## src/verilog/opg_consts.svh

```systemverilog
/*
 Holds the offsets-free constants of the output pause gating block: counter width,
 reset values and timing counts. Assumes inclusion by bare name from design files.
*/
`ifndef OPG_CONSTS_SVH
`define OPG_CONSTS_SVH

// ****************************************
// Clock and timing
// ****************************************
`define OPG_CLK_PERIOD_NS   100
`define OPG_UPDATE_TIME_NS  200
`define OPG_UPDATE_CYCLES   ((`OPG_UPDATE_TIME_NS + `OPG_CLK_PERIOD_NS - 1) / `OPG_CLK_PERIOD_NS)
`define OPG_DIV_DEFAULT     16'h000A

// ****************************************
// Reset values and widths
// ****************************************
`define OPG_STATE_RESET     3'h1
`define OPG_CNT_W           16

`endif

```

## src/verilog/opg_pkg.sv

```systemverilog
/*
 Types shared by the output pause gating design.
 Assumes the constants header is compiled alongside.
*/
package opg_pkg;
	// One-hot gating states
	typedef enum logic [2:0] {
		OPG_RUN       = 3'b001,
		OPG_PAUSED    = 3'b010,
		OPG_WAIT_EDGE = 3'b100
	} opg_gate_state_t;
endpackage

```

## src/verilog/opg_gate.sv

```systemverilog
/*
 Output pause gating: holds back analog output sample updates while the selected
 pause source is active, resumes per sample clock source, and issues sync pulses
 and start triggers for oversampling output modules.
 Assumes internal chassis signals and the alignment tick share clk; terminal pins,
 the analog comparison event and the external sample clock are asynchronous.
*/
// How it works
// - While the pause is active, no sample clock edge produces a channel update.
// - An update already under way runs to its full length even if pause arrives.
// - While running, the pause level is looked at only on sample edges, so it acts from the next period.
// - With the onboard clock, an update is issued the cycle after the pause clears.
// - With another clock source, after the pause clears a further sample edge is needed.
// - A polarity input chooses whether a high or a low source level means pause.
// - The source select picks any terminal or any internal chassis signal.
// - The analog comparison event can be the source and pauses at the chosen level.
// - Without a shared sync pulse, a start request always issues its own sync pulse.
// - In multi-chassis mode sync pulse and start trigger leave together on the align tick.
// - Every sample update strobes all channel update outputs in the same cycle.
`timescale 1ns/10ps
`default_nettype none
`include "opg_consts.svh"
module opg_gate #(
	parameter int NPFI = 8,
	parameter int NINT = 4,
	parameter int NCH  = 8,
	parameter int SELW = 4
) (
	input  wire logic            clk,
	input  wire logic            sys_rst,
	input  wire logic [NPFI-1:0] pfiPins,
	input  wire logic [NINT-1:0] internalSigs,
	input  wire logic            analogCompEvent,
	input  wire logic [SELW-1:0] pauseSrcSel,
	input  wire logic            pauseActiveHigh,
	input  wire logic            onboardClockSel,
	input  wire logic [15:0]     sampleClkDiv,
	input  wire logic            extSampleClk,
	input  wire logic            startReq,
	input  wire logic            stopReq,
	input  wire logic            syncSharedSel,
	input  wire logic            sharedSyncIn,
	input  wire logic            timedStartSel,
	input  wire logic            timeTrigHit,
	input  wire logic            multiChassisSel,
	input  wire logic            chassisAlignTick,
	output logic      [NCH-1:0]  chanUpdate,
	output logic                 updateBusy,
	output logic                 pausedOut,
	output logic                 genRunning,
	output logic                 syncPulseOut,
	output logic                 startTrigOut
);
	localparam int NSRC = NPFI + NINT + 1;

	typedef struct packed {
		opg_pkg::opg_gate_state_t gate;
		logic [`OPG_CNT_W-1:0]    divCnt;
		logic [7:0]               busyCnt;
		logic [NCH-1:0]           upd;
		logic                     extPrev;
		logic                     run;
		logic                     pendSync;
		logic                     pendStart;
		logic                     syncPulse;
		logic                     startTrig;
		logic                     busy;
		logic                     paused;
	} opg_gate_ctl_t;

	opg_gate_ctl_t st_reg;
	opg_gate_ctl_t st_next;

	// ****************************************
	// Input synchronisation
	// ****************************************
	logic [NPFI+1:0] asyncVec;
	logic [NPFI+1:0] syncVec;
	assign asyncVec = {extSampleClk, analogCompEvent, pfiPins};

	opg_sync #(.W(NPFI + 2)) u_sync (
		.clk     (clk),
		.sys_rst (sys_rst),
		.asyncIn (asyncVec),
		.syncOut (syncVec)
	);

	// ****************************************
	// Pause source selection
	// ****************************************
	function automatic logic pickSource(input logic [NSRC-1:0] srcs, input logic [SELW-1:0] sel);
		pickSource = (int'(sel) < NSRC) ? srcs[sel] : 1'b0;
	endfunction

	logic [NSRC-1:0] srcVec;
	logic            pauseNow;
	logic            extEdge;
	logic            onboardTick;
	logic            sampleEdge;
	logic            startOk;
	logic            alignOk;
	logic            fireUpdate;
	logic [`OPG_CNT_W-1:0] divLast;

	assign srcVec      = {syncVec[NPFI], internalSigs, syncVec[NPFI-1:0]};
	assign pauseNow    = pickSource(srcVec, pauseSrcSel) == pauseActiveHigh;
	assign extEdge     = syncVec[NPFI+1] & ~st_reg.extPrev;
	assign divLast     = (sampleClkDiv == 16'h0000) ? 16'h0000 : sampleClkDiv - 16'h0001;
	assign onboardTick = st_reg.divCnt >= divLast;
	assign sampleEdge  = onboardClockSel ? onboardTick : extEdge;
	assign startOk     = !timedStartSel || timeTrigHit;
	assign alignOk     = !multiChassisSel || chassisAlignTick;

	// ****************************************
	// Gating state machine
	// ****************************************
	always_comb begin
		st_next           = st_reg;
		st_next.extPrev   = syncVec[NPFI+1];
		st_next.syncPulse = 1'b0;
		st_next.startTrig = 1'b0;
		fireUpdate        = 1'b0;

		if (onboardTick || st_reg.gate != opg_pkg::OPG_RUN) begin
			st_next.divCnt = '0;
		end else begin
			st_next.divCnt = st_reg.divCnt + 16'h0001;
		end

		if (st_reg.run) begin
			case (st_reg.gate)
				opg_pkg::OPG_RUN: begin
					if (sampleEdge) begin
						if (pauseNow) begin
							st_next.gate = opg_pkg::OPG_PAUSED;
						end else begin
							fireUpdate = 1'b1;
						end
					end
				end
				opg_pkg::OPG_PAUSED: begin
					if (!pauseNow) begin
						if (onboardClockSel) begin
							fireUpdate     = 1'b1;
							st_next.gate   = opg_pkg::OPG_RUN;
							st_next.divCnt = '0;
						end else begin
							st_next.gate = opg_pkg::OPG_WAIT_EDGE;
						end
					end
				end
				opg_pkg::OPG_WAIT_EDGE: begin
					if (pauseNow) begin
						st_next.gate = opg_pkg::OPG_PAUSED;
					end else if (sampleEdge) begin
						fireUpdate   = 1'b1;
						st_next.gate = opg_pkg::OPG_RUN;
					end
				end
				default: begin
					st_next.gate = opg_pkg::OPG_PAUSED;
				end
			endcase
		end

		// Updates run to completion regardless of pause
		if (fireUpdate) begin
			st_next.busyCnt = 8'(`OPG_UPDATE_CYCLES);
			st_next.upd     = '1;
		end else if (st_reg.busyCnt != 8'h00) begin
			st_next.busyCnt = st_reg.busyCnt - 8'h01;
			st_next.upd     = '0;
		end else begin
			st_next.upd = '0;
		end

		// ****************************************
		// Start and sync pulse issue
		// ****************************************
		if (startReq && !st_reg.run) begin
			st_next.pendStart = 1'b1;
			st_next.pendSync  = !syncSharedSel;
		end
		if (multiChassisSel) begin
			if (chassisAlignTick && st_reg.pendStart && startOk) begin
				st_next.syncPulse = st_reg.pendSync || sharedSyncIn;
				st_next.startTrig = 1'b1;
				st_next.pendSync  = 1'b0;
				st_next.pendStart = 1'b0;
				st_next.run       = 1'b1;
			end
		end else begin
			if (st_reg.pendSync) begin
				st_next.syncPulse = 1'b1;
				st_next.pendSync  = 1'b0;
			end else if (syncSharedSel && sharedSyncIn) begin
				st_next.syncPulse = 1'b1;
			end
			if (st_reg.pendStart && startOk && !st_reg.pendSync) begin
				st_next.startTrig = 1'b1;
				st_next.pendStart = 1'b0;
				st_next.run       = 1'b1;
			end
		end
		if (stopReq) begin
			st_next.run       = 1'b0;
			st_next.pendStart = 1'b0;
			st_next.pendSync  = 1'b0;
			st_next.gate      = opg_pkg::OPG_RUN;
		end

		// Status flags registered so every output leaves a flip-flop
		st_next.busy   = st_next.busyCnt != 8'h00;
		st_next.paused = st_next.gate != opg_pkg::OPG_RUN;
	end

	always_ff @(posedge clk) begin
		if (sys_rst) begin
			st_reg      <= '0;
			st_reg.gate <= opg_pkg::opg_gate_state_t'(`OPG_STATE_RESET);
		end else begin
			st_reg <= st_next;
		end
	end

	assign chanUpdate   = st_reg.upd;
	assign updateBusy   = st_reg.busy;
	assign pausedOut    = st_reg.paused;
	assign genRunning   = st_reg.run;
	assign syncPulseOut = st_reg.syncPulse;
	assign startTrigOut = st_reg.startTrig;
endmodule
`default_nettype wire

```

## src/verilog/opg_sync.sv

```systemverilog
/*
 Two flip-flop synchroniser for a vector of asynchronous levels.
 Assumes each bit is an independent level; no bus coherency is given.
*/
`timescale 1ns/10ps
`default_nettype none
module opg_sync #(
	parameter int W = 1
) (
	input  wire logic         clk,
	input  wire logic         sys_rst,
	input  wire logic [W-1:0] asyncIn,
	output logic      [W-1:0] syncOut
);
	typedef struct packed {
		logic [W-1:0] stage1;
		logic [W-1:0] stage2;
	} opg_sync_state_t;

	opg_sync_state_t st_reg;
	opg_sync_state_t st_next;

	always_comb begin
		st_next        = st_reg;
		st_next.stage1 = asyncIn;
		st_next.stage2 = st_reg.stage1;
	end

	always_ff @(posedge clk) begin
		if (sys_rst) begin
			st_reg <= '0;
		end else begin
			st_reg <= st_next;
		end
	end

	assign syncOut = st_reg.stage2;
endmodule
`default_nettype wire

```

## config.mk

```make
export PLATFORM = sky130hd
export DESIGN_NAME = opg_gate
export DESIGN_NICKNAME = d
export VERILOG_FILES = /design/src/verilog/opg_pkg.sv /design/src/verilog/opg_gate.sv /design/src/verilog/opg_sync.sv
export VERILOG_INCLUDE_DIRS = /design/src /design/src/verilog
export SDC_FILE = /design/constraint.sdc
export NUM_CORES = 1
export LEC_CHECK = 0
export ABC_AREA = 1
export BUFFER_PORTS_ARGS = -buffer_cell sky130_fd_sc_hd__clkbuf_2
export CORE_MARGIN = 4
export CORE_UTILIZATION = 40
export CTS_CLUSTER_DIAMETER = 80
export DETAILED_ROUTE_END_ITERATION = 8
export PLACE_DENSITY = 0.6
export RECOVER_POWER = 25
export SLEW_MARGIN = 25
export SYNTH_ARGS = -nofsm -noshare
export SYNTH_HDL_FRONTEND = slang
export SYNTH_HIERARCHICAL = 1
export SYNTH_SLANG_ARGS = --single-unit
```

## constraint.sdc

```tcl
create_clock -name clk -period 3.7 [get_ports clk]
set_input_delay 0.185 -clock clk [delete_from_list [all_inputs] [get_ports clk]]
set_output_delay 0.185 -clock clk [all_outputs]
set_load 0.005 [all_outputs]
```

==> results.py, run 1 <==
metrics = {
    "outcome": {
        "status": "complete, no violations",
    },
    "clocking": {
        "clk_pin_slew_ps": 100,
        "clockBufferDepth": 2,
        "clkLatencyLatePin_ps": 310,
        "cts-buffers-inserted": 5,
        "root_buffer": "clkbuf_8",
        "htreeDepth": 2,
        "holdBufCountCts": 0,
        "cts_tree": "yes",
        "cts_setup_buffers": 0,
        "cts_resized": 0,
        "clock-sinks": 56,
    },
    "place": {
        "port_buffers": 58,
        "pre_cts_ws_ps": 616,
        "dp_cells": 630,
        "hpwl_mm": 4.95,
        "gp_congestion": 0.841,
    },
    "timing": {
        "post-route-period-util": 0.766,
        "worst_pin_slew_ps": 1130,
        "setup_viol": 0,
        "fin_ws_ps": 865,
        "rsz0062_at_grt": "false",
        "final-hold-violation-count": 0,
        "maxSlewHeadroom": 0.249,
        "max_freq_ghz": 0.353,
        "finalSetupTns_ps": 0,
        "holdWs_ps": 49.4,
        "period_needed_ps": 2840,
        "final.setup_skew_ps": 10.9,
        "slew_violations": 0,
    },
    "pwr": {
        "p_leak_nw": 1.86,
        "p_total_mw": 1.43,
        "power_density_nw_per_um2": 388,
        "ir_worst_vdd_mv": 0.173,
    },
    "route": {
        "drt_pass1_iterations": 4,
        "vias_per_cell": 4.49,
        "routedWlPerCell_um": 9.32,
        "drc": 0,
        "postRouteAntennaNets": 0,
        "wl_mm": 5.94,
        "via_count": 2866,
        "drtIter0Drc": 74,
    },
    "synthesis": {
        "synth_cells": 482,
        "ys_seq_area_frac": 0.343,
        "postSynthAreaPerCell_um2": 6.78,
        "synth-seq-cells": 56,
        "syn_nets": 549,
        "synth_area_um2": 3270,
        "synth-simple-area-share": 0.319,
        "synth_top_family_by_area": "simple AND/OR/NAND/NOR gates",
        "muxShareOfSynthArea": 0,
        "synth_compound_area_frac": 0.0751,
        "synth_cell_type_count": 37,
        "synthXorXnorAreaFrac": 0.0456,
        "async_flop_share": 0,
        "synth-adder-area-share": 0.0804,
        "synth_flop_cell": "dfxtp_1",
        "ys.warnings.count": 6,
        "synth-edff-count": 0,
    },
    "setup_path": {
        "worst_path_largest_cell_delay_ps": 330,
        "worstSetupEndpointType": "flip-flop",
        "path_class": "input pin to flip-flop",
        "cp.required_ps": 3850,
        "slowest_stage": "nor3_1",
        "r2r_cells": 16,
        "cp-start-kind": "input pin",
        "worstPathCellList": "clkbuf_2 > nor2_1 > nand2_1 > nor3_1 > inv_1 > nor3_1 > a21oi_1 > nand3b_1 > ha_1 > a21oi_1 > o21ai_0 > nor2_1 > nand3_1 > nand3_1 > o21ai_2 > nand2_2 > nand2_1 > nand2_1 > nor2_1 > nor2_1",
        "crit_top_cell": "nor2_1",
        "worst_ep_arrival_time_ps": 2980,
        "cp_max_fo": 6,
    },
    "global_route": {
        "antenna_found_initial": 0,
        "grt-ovfl-total": 0,
        "grt_pass1_vias": 2579,
        "grt_max_degree": 29,
        "track_usage": 0.128,
        "grt_pass1_wl_mm": 10.6,
    },
    "run": {
        "cap_violations": 0,
    },
    "min_path": {
        "hold_path.class": "input pin to flip-flop",
        "min_path_cells": 3,
    },
    "finish": {
        "largest_reg_flops": 30,
        "final_common_cell": "nor2_1",
        "final_cell_mix": "96 x nor2_1, 89 x inv_1, 83 x nand2_1",
        "drive_gt1_frac": 0.151,
        "antennaDiodeCount": 0,
        "fin_cells": 638,
        "areaGrowthSynthToFinish_pct": 12.6,
        "nets": 602,
    },
    "floorplan": {
        "io_pins": 59,
        "rows": 32,
        "initial_core_util": 0.416,
        "chipWidth_um": 98.4,
        "dieArea_um2": 9680,
        "die_y_um": 98.4,
        "core_area_um2": 7850,
    },
}
worst max-delay path: cells and delay by family:
family                   cells  cell delay (ps)
AND/OR/NAND/NOR             13             1730
buffers and inverters        2              250
adder cells (fa/ha/maj)      1              300
AO/OA/AOI/OAI                4              490
path summary, 6_finish.rpt:
kind | start | endpoint | slack [ps]
max | sampleClkDiv[3] | updateBusy | 860
min | pfiPins[0] | u_sync/st_next[0] | 50
max reg2reg | st_reg[31] | updateBusy | 1680
min reg2reg | u_sync/st_next[0] | u_sync/syncOut[0] | 410
cell type report:
type,count,area [um2]
flip-flops and latches,56,1120
inverters,91,344
clock buffers,5,68.8
multi-input cells,322,1700
fillers,818,4170
well taps,102,128
clock inverters,3,21.3
repair buffers,59,297
cells by family (layout without fill, tap and decap cells):
| family | Yosys count | in the layout |
|---|---|---|
| xor gates and xnor gates | 17 | 17 |
| AOI/OAI and AO/OA | 43 | 43 |
| and+or+nand+nor | 241 | 241 |
| adders and majority gates | 21 | 21 |
| buffers and inverters | 104 | 158 |
| DFF | 56 | 56 |
cells in the mapped netlist (all sizes together), types with 3 or more instances:
cell type | instances | area, um2
nand3b | 4 | 33.8
nor2 | 96 | 360
xor2 | 14 | 123
or2 | 7 | 43.8
a21oi | 16 | 80.1
nand4 | 6 | 37.5
xnor2 | 3 | 26.3
buf | 11 | 93.8
ha | 21 | 263
dfxtp | 56 | 1120
inv | 90 | 340
o21ai | 16 | 83.8
nor3 | 12 | 65.1
nand2 | 87 | 337
nand3 | 24 | 125
nor3b | 3 | 22.5
metrics by stage:
stage,utilization,area [um2]
finish,0.469,3680
global route,0.469,3680
CTS,0.469,3680
detailed placement,0.458,3590
global placement,0.458,3590
floorplan,-,3270
layer usage:
metal	up-vias	track usage	share of wire
met4	0	0.0336	0.0099
met5	-	0	0
met2	58	0.216	0.44
met3	6	0.0286	0.059
li1	1590	-	-
met1	1212	0.165	0.49
power breakdown:
group	switching, mW	leakage [nW]	internal, mW
clock	0.194	0.0445	0.135
sequential	0.0274	0.459	0.650
combinational	0.250	1.36	0.170
Note: power is estimated with default switching activity, not from simulation.
==> inputs of run 2 (changes only) <==
- PLACE_DENSITY: 0.6 -> 0.63
- clock period: 3.7 -> 2.38 ns (I/O delays scaled with it)
==> run 2 against run 1 <==
  * Die area unchanged
  * Combinational power is 75% higher
  * Via count increased by 7.9%
  * Highest routed layer unchanged
  * Sequential power grew 56%
  * The flow now finishes with violations (setup timing)
==> results.py, run 2 (synthesis gave the netlist of run 1 again) <==
metrics = {
    "finish": {
        "final_common_cell": "inv_1",
        "multi_input_area_um2": 1870,
        "regArea_um2": 1120,
        "antennaDiodeCount": 0,
        "nFillCells": 787,
        "fin_cells": 684,
        "drive_gt1_frac": 0.261,
        "areaGrowthSynthToFinish_pct": 30.3,
        "nets": 648,
        "final_cell_mix": "84 x inv_1, 83 x nor2_1, 78 x nand2_1",
        "largest_reg_flops": 30,
    },
    "global_route": {
        "antenna_found_initial": 0,
        "grt_max_degree": 29,
        "track_usage": 0.144,
        "grt-ovfl-total": 0,
        "grt_pass1_wl_mm": 12.0,
        "grt_pass1_vias": 2947,
    },
    "place": {
        "gp_congestion": 0.826,
        "dp_cells": 663,
        "hpwl_mm": 5.34,
        "port_buffers": 58,
    },
    "setup_path": {
        "cp_max_fo": 6,
        "path_delay_family": "simple AND/OR/NAND/NOR gates",
        "worstPathCellList": "clkbuf_2 > inv_2 > ha_1 > nand4_1 > nor2_2 > buf_4 > or2_2 > ha_4 > nand4_1 > nor2_1 > nor2_1 > nand2_1 > nand2_2 > nand3_2 > nand3_2 > o21ai_2 > nand2_2 > nand2_2 > nand2_1 > nor2_2 > nor2_1",
        "cp.required_ps": 2560,
        "path_class": "input pin to flip-flop",
        "worst_path_largest_cell_delay_ps": 290,
        "worst_ep_arrival_time_ps": 2570,
        "cp_num_buf_inv": 3,
        "worstSetupEndpointType": "flip-flop",
        "cp-start-kind": "input pin",
        "slowest_stage": "or2_2",
    },
    "clocking": {
        "clk_pin_slew_ps": 100,
        "htreeDepth": 2,
        "clock-sinks": 56,
        "clockBufferDepth": 2,
        "cts-buffers-inserted": 5,
        "root_buffer": "clkbuf_8",
        "cts_tree": "yes",
        "clkLatencyLatePin_ps": 310,
    },
    "floorplan": {
        "io_pins": 59,
        "dieArea_um2": 9680,
        "initial_core_util": 0.416,
        "die_y_um": 98.4,
        "chipWidth_um": 98.4,
        "rows": 32,
        "core_area_um2": 7850,
    },
    "timing": {
        "maxSlewHeadroom": 0.624,
        "slew_violations": 0,
        "worst_pin_slew_ps": 564,
        "post-route-period-util": 1.00,
        "max_freq_ghz": 0.419,
        "setup_viol": 1,
        "fin_ws_ps": -9.24,
        "rsz0062_at_grt": "true",
        "period_needed_ps": 2390,
        "final.setup_skew_ps": 8.41,
        "final-hold-violation-count": 0,
    },
    "min_path": {
        "hold_path.class": "input pin to flip-flop",
    },
    "pwr": {
        "p_total_mw": 2.33,
        "p_leak_nw": 2.11,
        "ir_worst_vdd_mv": 0.292,
        "power_density_nw_per_um2": 546,
    },
    "route": {
        "drc": 0,
        "drt_pass1_iterations": 4,
        "via_count": 3091,
        "wl_mm": 6.84,
        "vias_per_cell": 4.52,
        "routedWlPerCell_um": 9.99,
        "drtIter0Drc": 98,
        "postRouteAntennaNets": 0,
    },
    "outcome": {
        "status": "finished with violations",
        "violations": "setup timing",
    },
    "run": {
        "cap_violations": 0,
    },
}
[run 2: worst reg2reg max path, delay by kind of cell (launching register included)]
family	cells	cell delay, ps
AND/OR/NAND/NOR	12	1000
AO/OA/AOI/OAI	1	160
flip-flops	1	380
buffers and inverters	1	60
adder cells (fa/ha/maj)	1	270
[run 2: repair_timing]
| action | 4_1_cts | 5_1_grt |
|---|---|---|
| gates resized for setup | 5 | 48 |
| pin swaps | 1 | 23 |
| gates cloned | 0 | 0 |
| hold buffers | 10 | 0 |
| setup buffers | 1 | 2 |
| endpoints found under the hold margin | 10 | 0 |
| endpoints found under the setup margin | 8 | 30 |
[run 2: power breakdown]
group          switching (mW)  leakage (nW)  total (mW)  internal [mW]
clock network           0.300        0.0445       0.537          0.237
registers              0.0450         0.459        1.06           1.01
logic                   0.419          1.60       0.734          0.315
[run 2: layer usage]
metal | share of wire | wire length, um | up-vias | GRT usage
met5 | 0 | 0 | - | 0
met4 | 0.013 | 91 | 0 | 0.0263
met3 | 0.047 | 323 | 9 | 0.0364
met2 | 0.46 | 3160 | 57 | 0.251
met1 | 0.48 | 3260 | 1343 | 0.181
li1 | - | - | 1682 | -
[run 2: path summary, 6_finish.rpt]
kind,end,startpoint,cells after the start,slack (ps)
min,st_reg[5],syncSharedSel,2,10
max,updateBusy,sampleClkDiv[1],21,-9
min reg2reg,u_sync/syncOut[0],u_sync/st_next[0],2,410
max reg2reg,updateBusy,st_reg[24],15,370
[run 2: area by class of cell]
type | count | area share
flip-flops and latches | 56 | 0.263
repair buffers | 105 | 0.162
clock inverters | 1 | 0.00176
well taps | 102 | 0.0300
multi-input cells | 322 | 0.438
clock buffers | 7 | 0.0203
inverters | 91 | 0.0840
[run 2: stage by stage]
stage	setup WS [ps]	area, um2	TNS [ps]	hold slack, ps	utilization
after global placement	-342	3850	-4280	312	0.490
after CTS	3.97	4060	0	11.2	0.518
after detailed placement	-400	3850	-6080	316	0.490
after global routing	-211	4260	-1230	3.40	0.543
after floorplan	6.22	3270	0	226	-
final	-9.24	4260	-9.24	12.8	0.543
==> inputs of run 3 (changes only) <==
- ABC_AREA: 1 -> unset
==> run 3 against run 2 <==
  * The flow still finishes with violations (setup timing)
  * Highest routed layer unchanged
  * Sequential cell count did not move
  * Clock skew fell by 0.81 ps
  * Combinational power rose by 10%
  * Sequential power rose by 4%
==> results.py, run 3 <==
metrics = {
    "finish": {
        "utilization": 0.532,
        "nets": 533,
        "multi_input_area_um2": 2130,
        "areaGrowthSynthToFinish_pct": 28.0,
        "antennaDiodeCount": 0,
        "drive_gt1_frac": 0.349,
        "nFillCells": 783,
        "final_cell_mix": "56 x dfxtp_1, 54 x clkbuf_2, 46 x buf_4",
        "final_common_cell": "dfxtp_1",
        "regArea_um2": 1120,
        "largest_reg_flops": 30,
    },
    "pwr": {
        "p_total_mw": 2.42,
        "pwr-share-seq": 0.452,
        "power_density_nw_per_um2": 580,
        "swShare": 0.332,
        "clock_power_share": 0.213,
        "p_leak_nw": 1.81,
        "p_int_mw": 1.62,
        "ir_worst_vdd_mv": 0.382,
        "switchingPower_uw": 804,
        "comb_power_share": 0.334,
    },
    "timing": {
        "rsz0062_at_grt": "true",
        "maxSlewHeadroom": 0.627,
        "final.setup_skew_ps": 7.61,
        "worst_pin_slew_ps": 559,
        "final-hold-violation-count": 0,
        "fin_ws_ps": -956,
        "period_needed_ps": 3340,
        "setup_viol": 30,
        "max_freq_ghz": 0.300,
        "post-route-period-util": 1.40,
        "slew_violations": 0,
    },
    "global_route": {
        "grt_use_met1": 0.183,
        "grt_util_met2": 0.246,
        "track_usage": 0.145,
        "grt_pass1_wl_mm": 12.0,
        "grt-ovfl-total": 0,
        "grt_pass1_vias": 2843,
        "met3_usage": 0.0321,
        "grt_max_degree": 24,
        "antenna_found_initial": 0,
        "top_usage_layer": "met2",
    },
    "synthesis": {
        "synth-seq-cells": 56,
        "synthTopCellsByArea": "dfxtp_1 34%, ha_1 8.1%, xor2_1 5.1%",
        "synth_cells": 373,
        "ys_seq_area_frac": 0.344,
        "synth-edff-count": 0,
        "syn_nets": 440,
        "yosys.area.top_type": "dfxtp_1",
        "postSynthAreaPerCell_um2": 8.74,
        "ys.warnings.count": 6,
        "synthTopCellsByCount": "56 x dfxtp_1, 43 x nor2_1, 37 x nand2_1",
        "synth_flop_cell": "dfxtp_1",
        "async_flop_share": 0,
        "synth_cell_type_count": 56,
        "synth.most_common_cell": "dfxtp_1",
        "synth_top_area_frac": 0.344,
        "synth_area_um2": 3260,
    },
    "clocking": {
        "cts_tree": "yes",
        "root_buffer": "clkbuf_8",
        "clockBufferDepth": 2,
        "holdBufCountCts": 0,
        "clock-sinks": 56,
        "cts-buffers-inserted": 5,
        "htreeDepth": 2,
        "clk_pin_slew_ps": 100,
        "clkLatencyLatePin_ps": 300,
    },
    "setup_path": {
        "cp.required_ps": 2610,
        "reg2reg_from": "st_reg[24]",
        "worstSetupEndpointType": "flip-flop",
        "r2r_end": "st_reg[16]",
        "cp_max_fo": 5,
        "worstPathCellList": "buf_6 > or4_4 > nor4_4 > nand2b_1 > nor2_2 > nand4b_1 > and2_4 > ha_4 > nand2b_4 > a2111o_1 > a211oi_2 > o211ai_1 > a21o_1 > a22o_4 > buf_6 > a211oi_2",
        "cp-start-kind": "input pin",
        "path_delay_family": "simple AND/OR/NAND/NOR gates",
        "reg2reg_slack_ps": -40,
        "path_class": "input pin to flip-flop",
        "slowest_stage": "or4_4",
        "r2r_cells": 10,
        "worst_ep_arrival_time_ps": 3560,
        "worst_path_largest_cell_delay_ps": 550,
        "cp_num_buf_inv": 2,
    },
    "route": {
        "drc": 0,
        "wl_mm": 7.05,
        "via_count": 2863,
        "routedWlPerCell_um": 12.4,
        "drt_pass1_iterations": 4,
        "vias_per_cell": 5.03,
        "postRouteAntennaNets": 0,
        "drtIter0Drc": 126,
    },
    "min_path": {
        "hold_end": "u_sync/st_next[4]",
        "hold_path.class": "input pin to flip-flop",
        "holdCritStartpoint": "pfiPins[4]",
        "min_path_cells": 2,
    },
    "run": {
        "cap_violations": 0,
    },
    "outcome": {
        "status": "finished with violations",
        "violations": "setup timing",
    },
    "place": {
        "gp_congestion": 0.851,
        "pre_cts_ws_ps": -1360,
        "port_buffers": 58,
        "hpwl_mm": 5.45,
    },
    "floorplan": {
        "rows": 32,
        "dieArea_um2": 9660,
        "initial_core_util": 0.416,
        "io_pins": 59,
        "chipWidth_um": 98.3,
        "die_y_um": 98.3,
        "core_area_um2": 7850,
    },
}
==> run 3: cell types whose count changed after synthesis, sizes merged, moves of 5 or more <==
cell	change
inv	-77
nor2	-53
nand2	-50
nor2b	+23
nand3	-13
o21ai	-10
xnor2	+10
nand2b	+8
clkbuf	+7
a211oi	+5
and3	+5
or2	-5
xor2	+5
==> run 3: worst register-to-register path: cells and delay by family, from the launching register on <==
family,cells,cell delay [ps]
AOI/OAI and AO/OA,6,1470
adders and majority gates,1,200
buffers and inverters,2,200
DFF,1,340
and+or+nand+nor,1,130
==> run 3: final cells by class <==
| cell class | count | area share |
|---|---|---|
| well taps | 102 | 0.0306 |
| flip-flops and latches | 56 | 0.268 |
| clock inverters | 3 | 0.00539 |
| repair buffers | 106 | 0.158 |
| clock buffers | 5 | 0.0165 |
| multi-input cells | 284 | 0.509 |
| inverters | 13 | 0.0117 |
==> run 3: worst max-delay path by stage <==
| stage | slack, ps | cells after the start | from | to |
|---|---|---|---|---|
| final | -960 | 16 | sampleClkDiv[7] | st_reg[16] |
| after global routing | -1140 | 16 | sampleClkDiv[7] | st_reg[16] |
| after CTS | -810 | 16 | sampleClkDiv[8] | st_reg[22] |
| after detailed placement | -1360 | 15 | sampleClkDiv[8] | st_reg[19] |
| after global placement | -1290 | 15 | sampleClkDiv[8] | st_reg[19] |
| after floorplan | -1210 | 14 | sampleClkDiv[8] | st_reg[19] |
==> run 3: through the flow <==
stage | area [um2] | std cells | TNS, ps | hold WS [ps]
floorplan | 3300 | 373 | -31570 | 198
global placement | 3900 | 556 | -35780 | 328
detailed placement | 3900 | 556 | -36940 | 332
CTS | 4040 | 566 | -21230 | 7.17
global route | 4180 | 569 | -31790 | 8.27
finish | 4180 | 569 | -26620 | 15.2
==> run 3: power by group through the flow <==
stage,combinational [mW],sequential (mW),clock (mW)
floorplan,0.515,1.10,0
global placement,0.683,1.11,0
detailed placement,0.697,1.11,0
CTS,0.730,1.09,0.543
global route,0.908,1.11,0.575
finish,0.811,1.10,0.517
==> run 3: logic make-up after synthesis <==
logic type	after synthesis	synth area share
muxes	7	0.0299
AOI/OAI and AO/OA	52	0.112
buffers and inverters	33	0.0522
DFF	56	0.344
adders and majority gates	21	0.0806
xor gates and xnor gates	32	0.0859
and+or+nand+nor	172	0.296
==> run 3: routing by layer <==
layer	part of all wire	up-vias
met5	0	-
met4	0.017	0
met3	0.057	10
met2	0.46	76
met1	0.46	1308
li1	-	1469
==> run 3: what timing repair did <==
| item | in CTS | in global routing |
|---|---|---|
| pin swaps | 8 | 23 |
| buffers inserted | 2 | 4 |
| resized for setup | 7 | 21 |
| setup endpoints to repair | 30 | 30 |
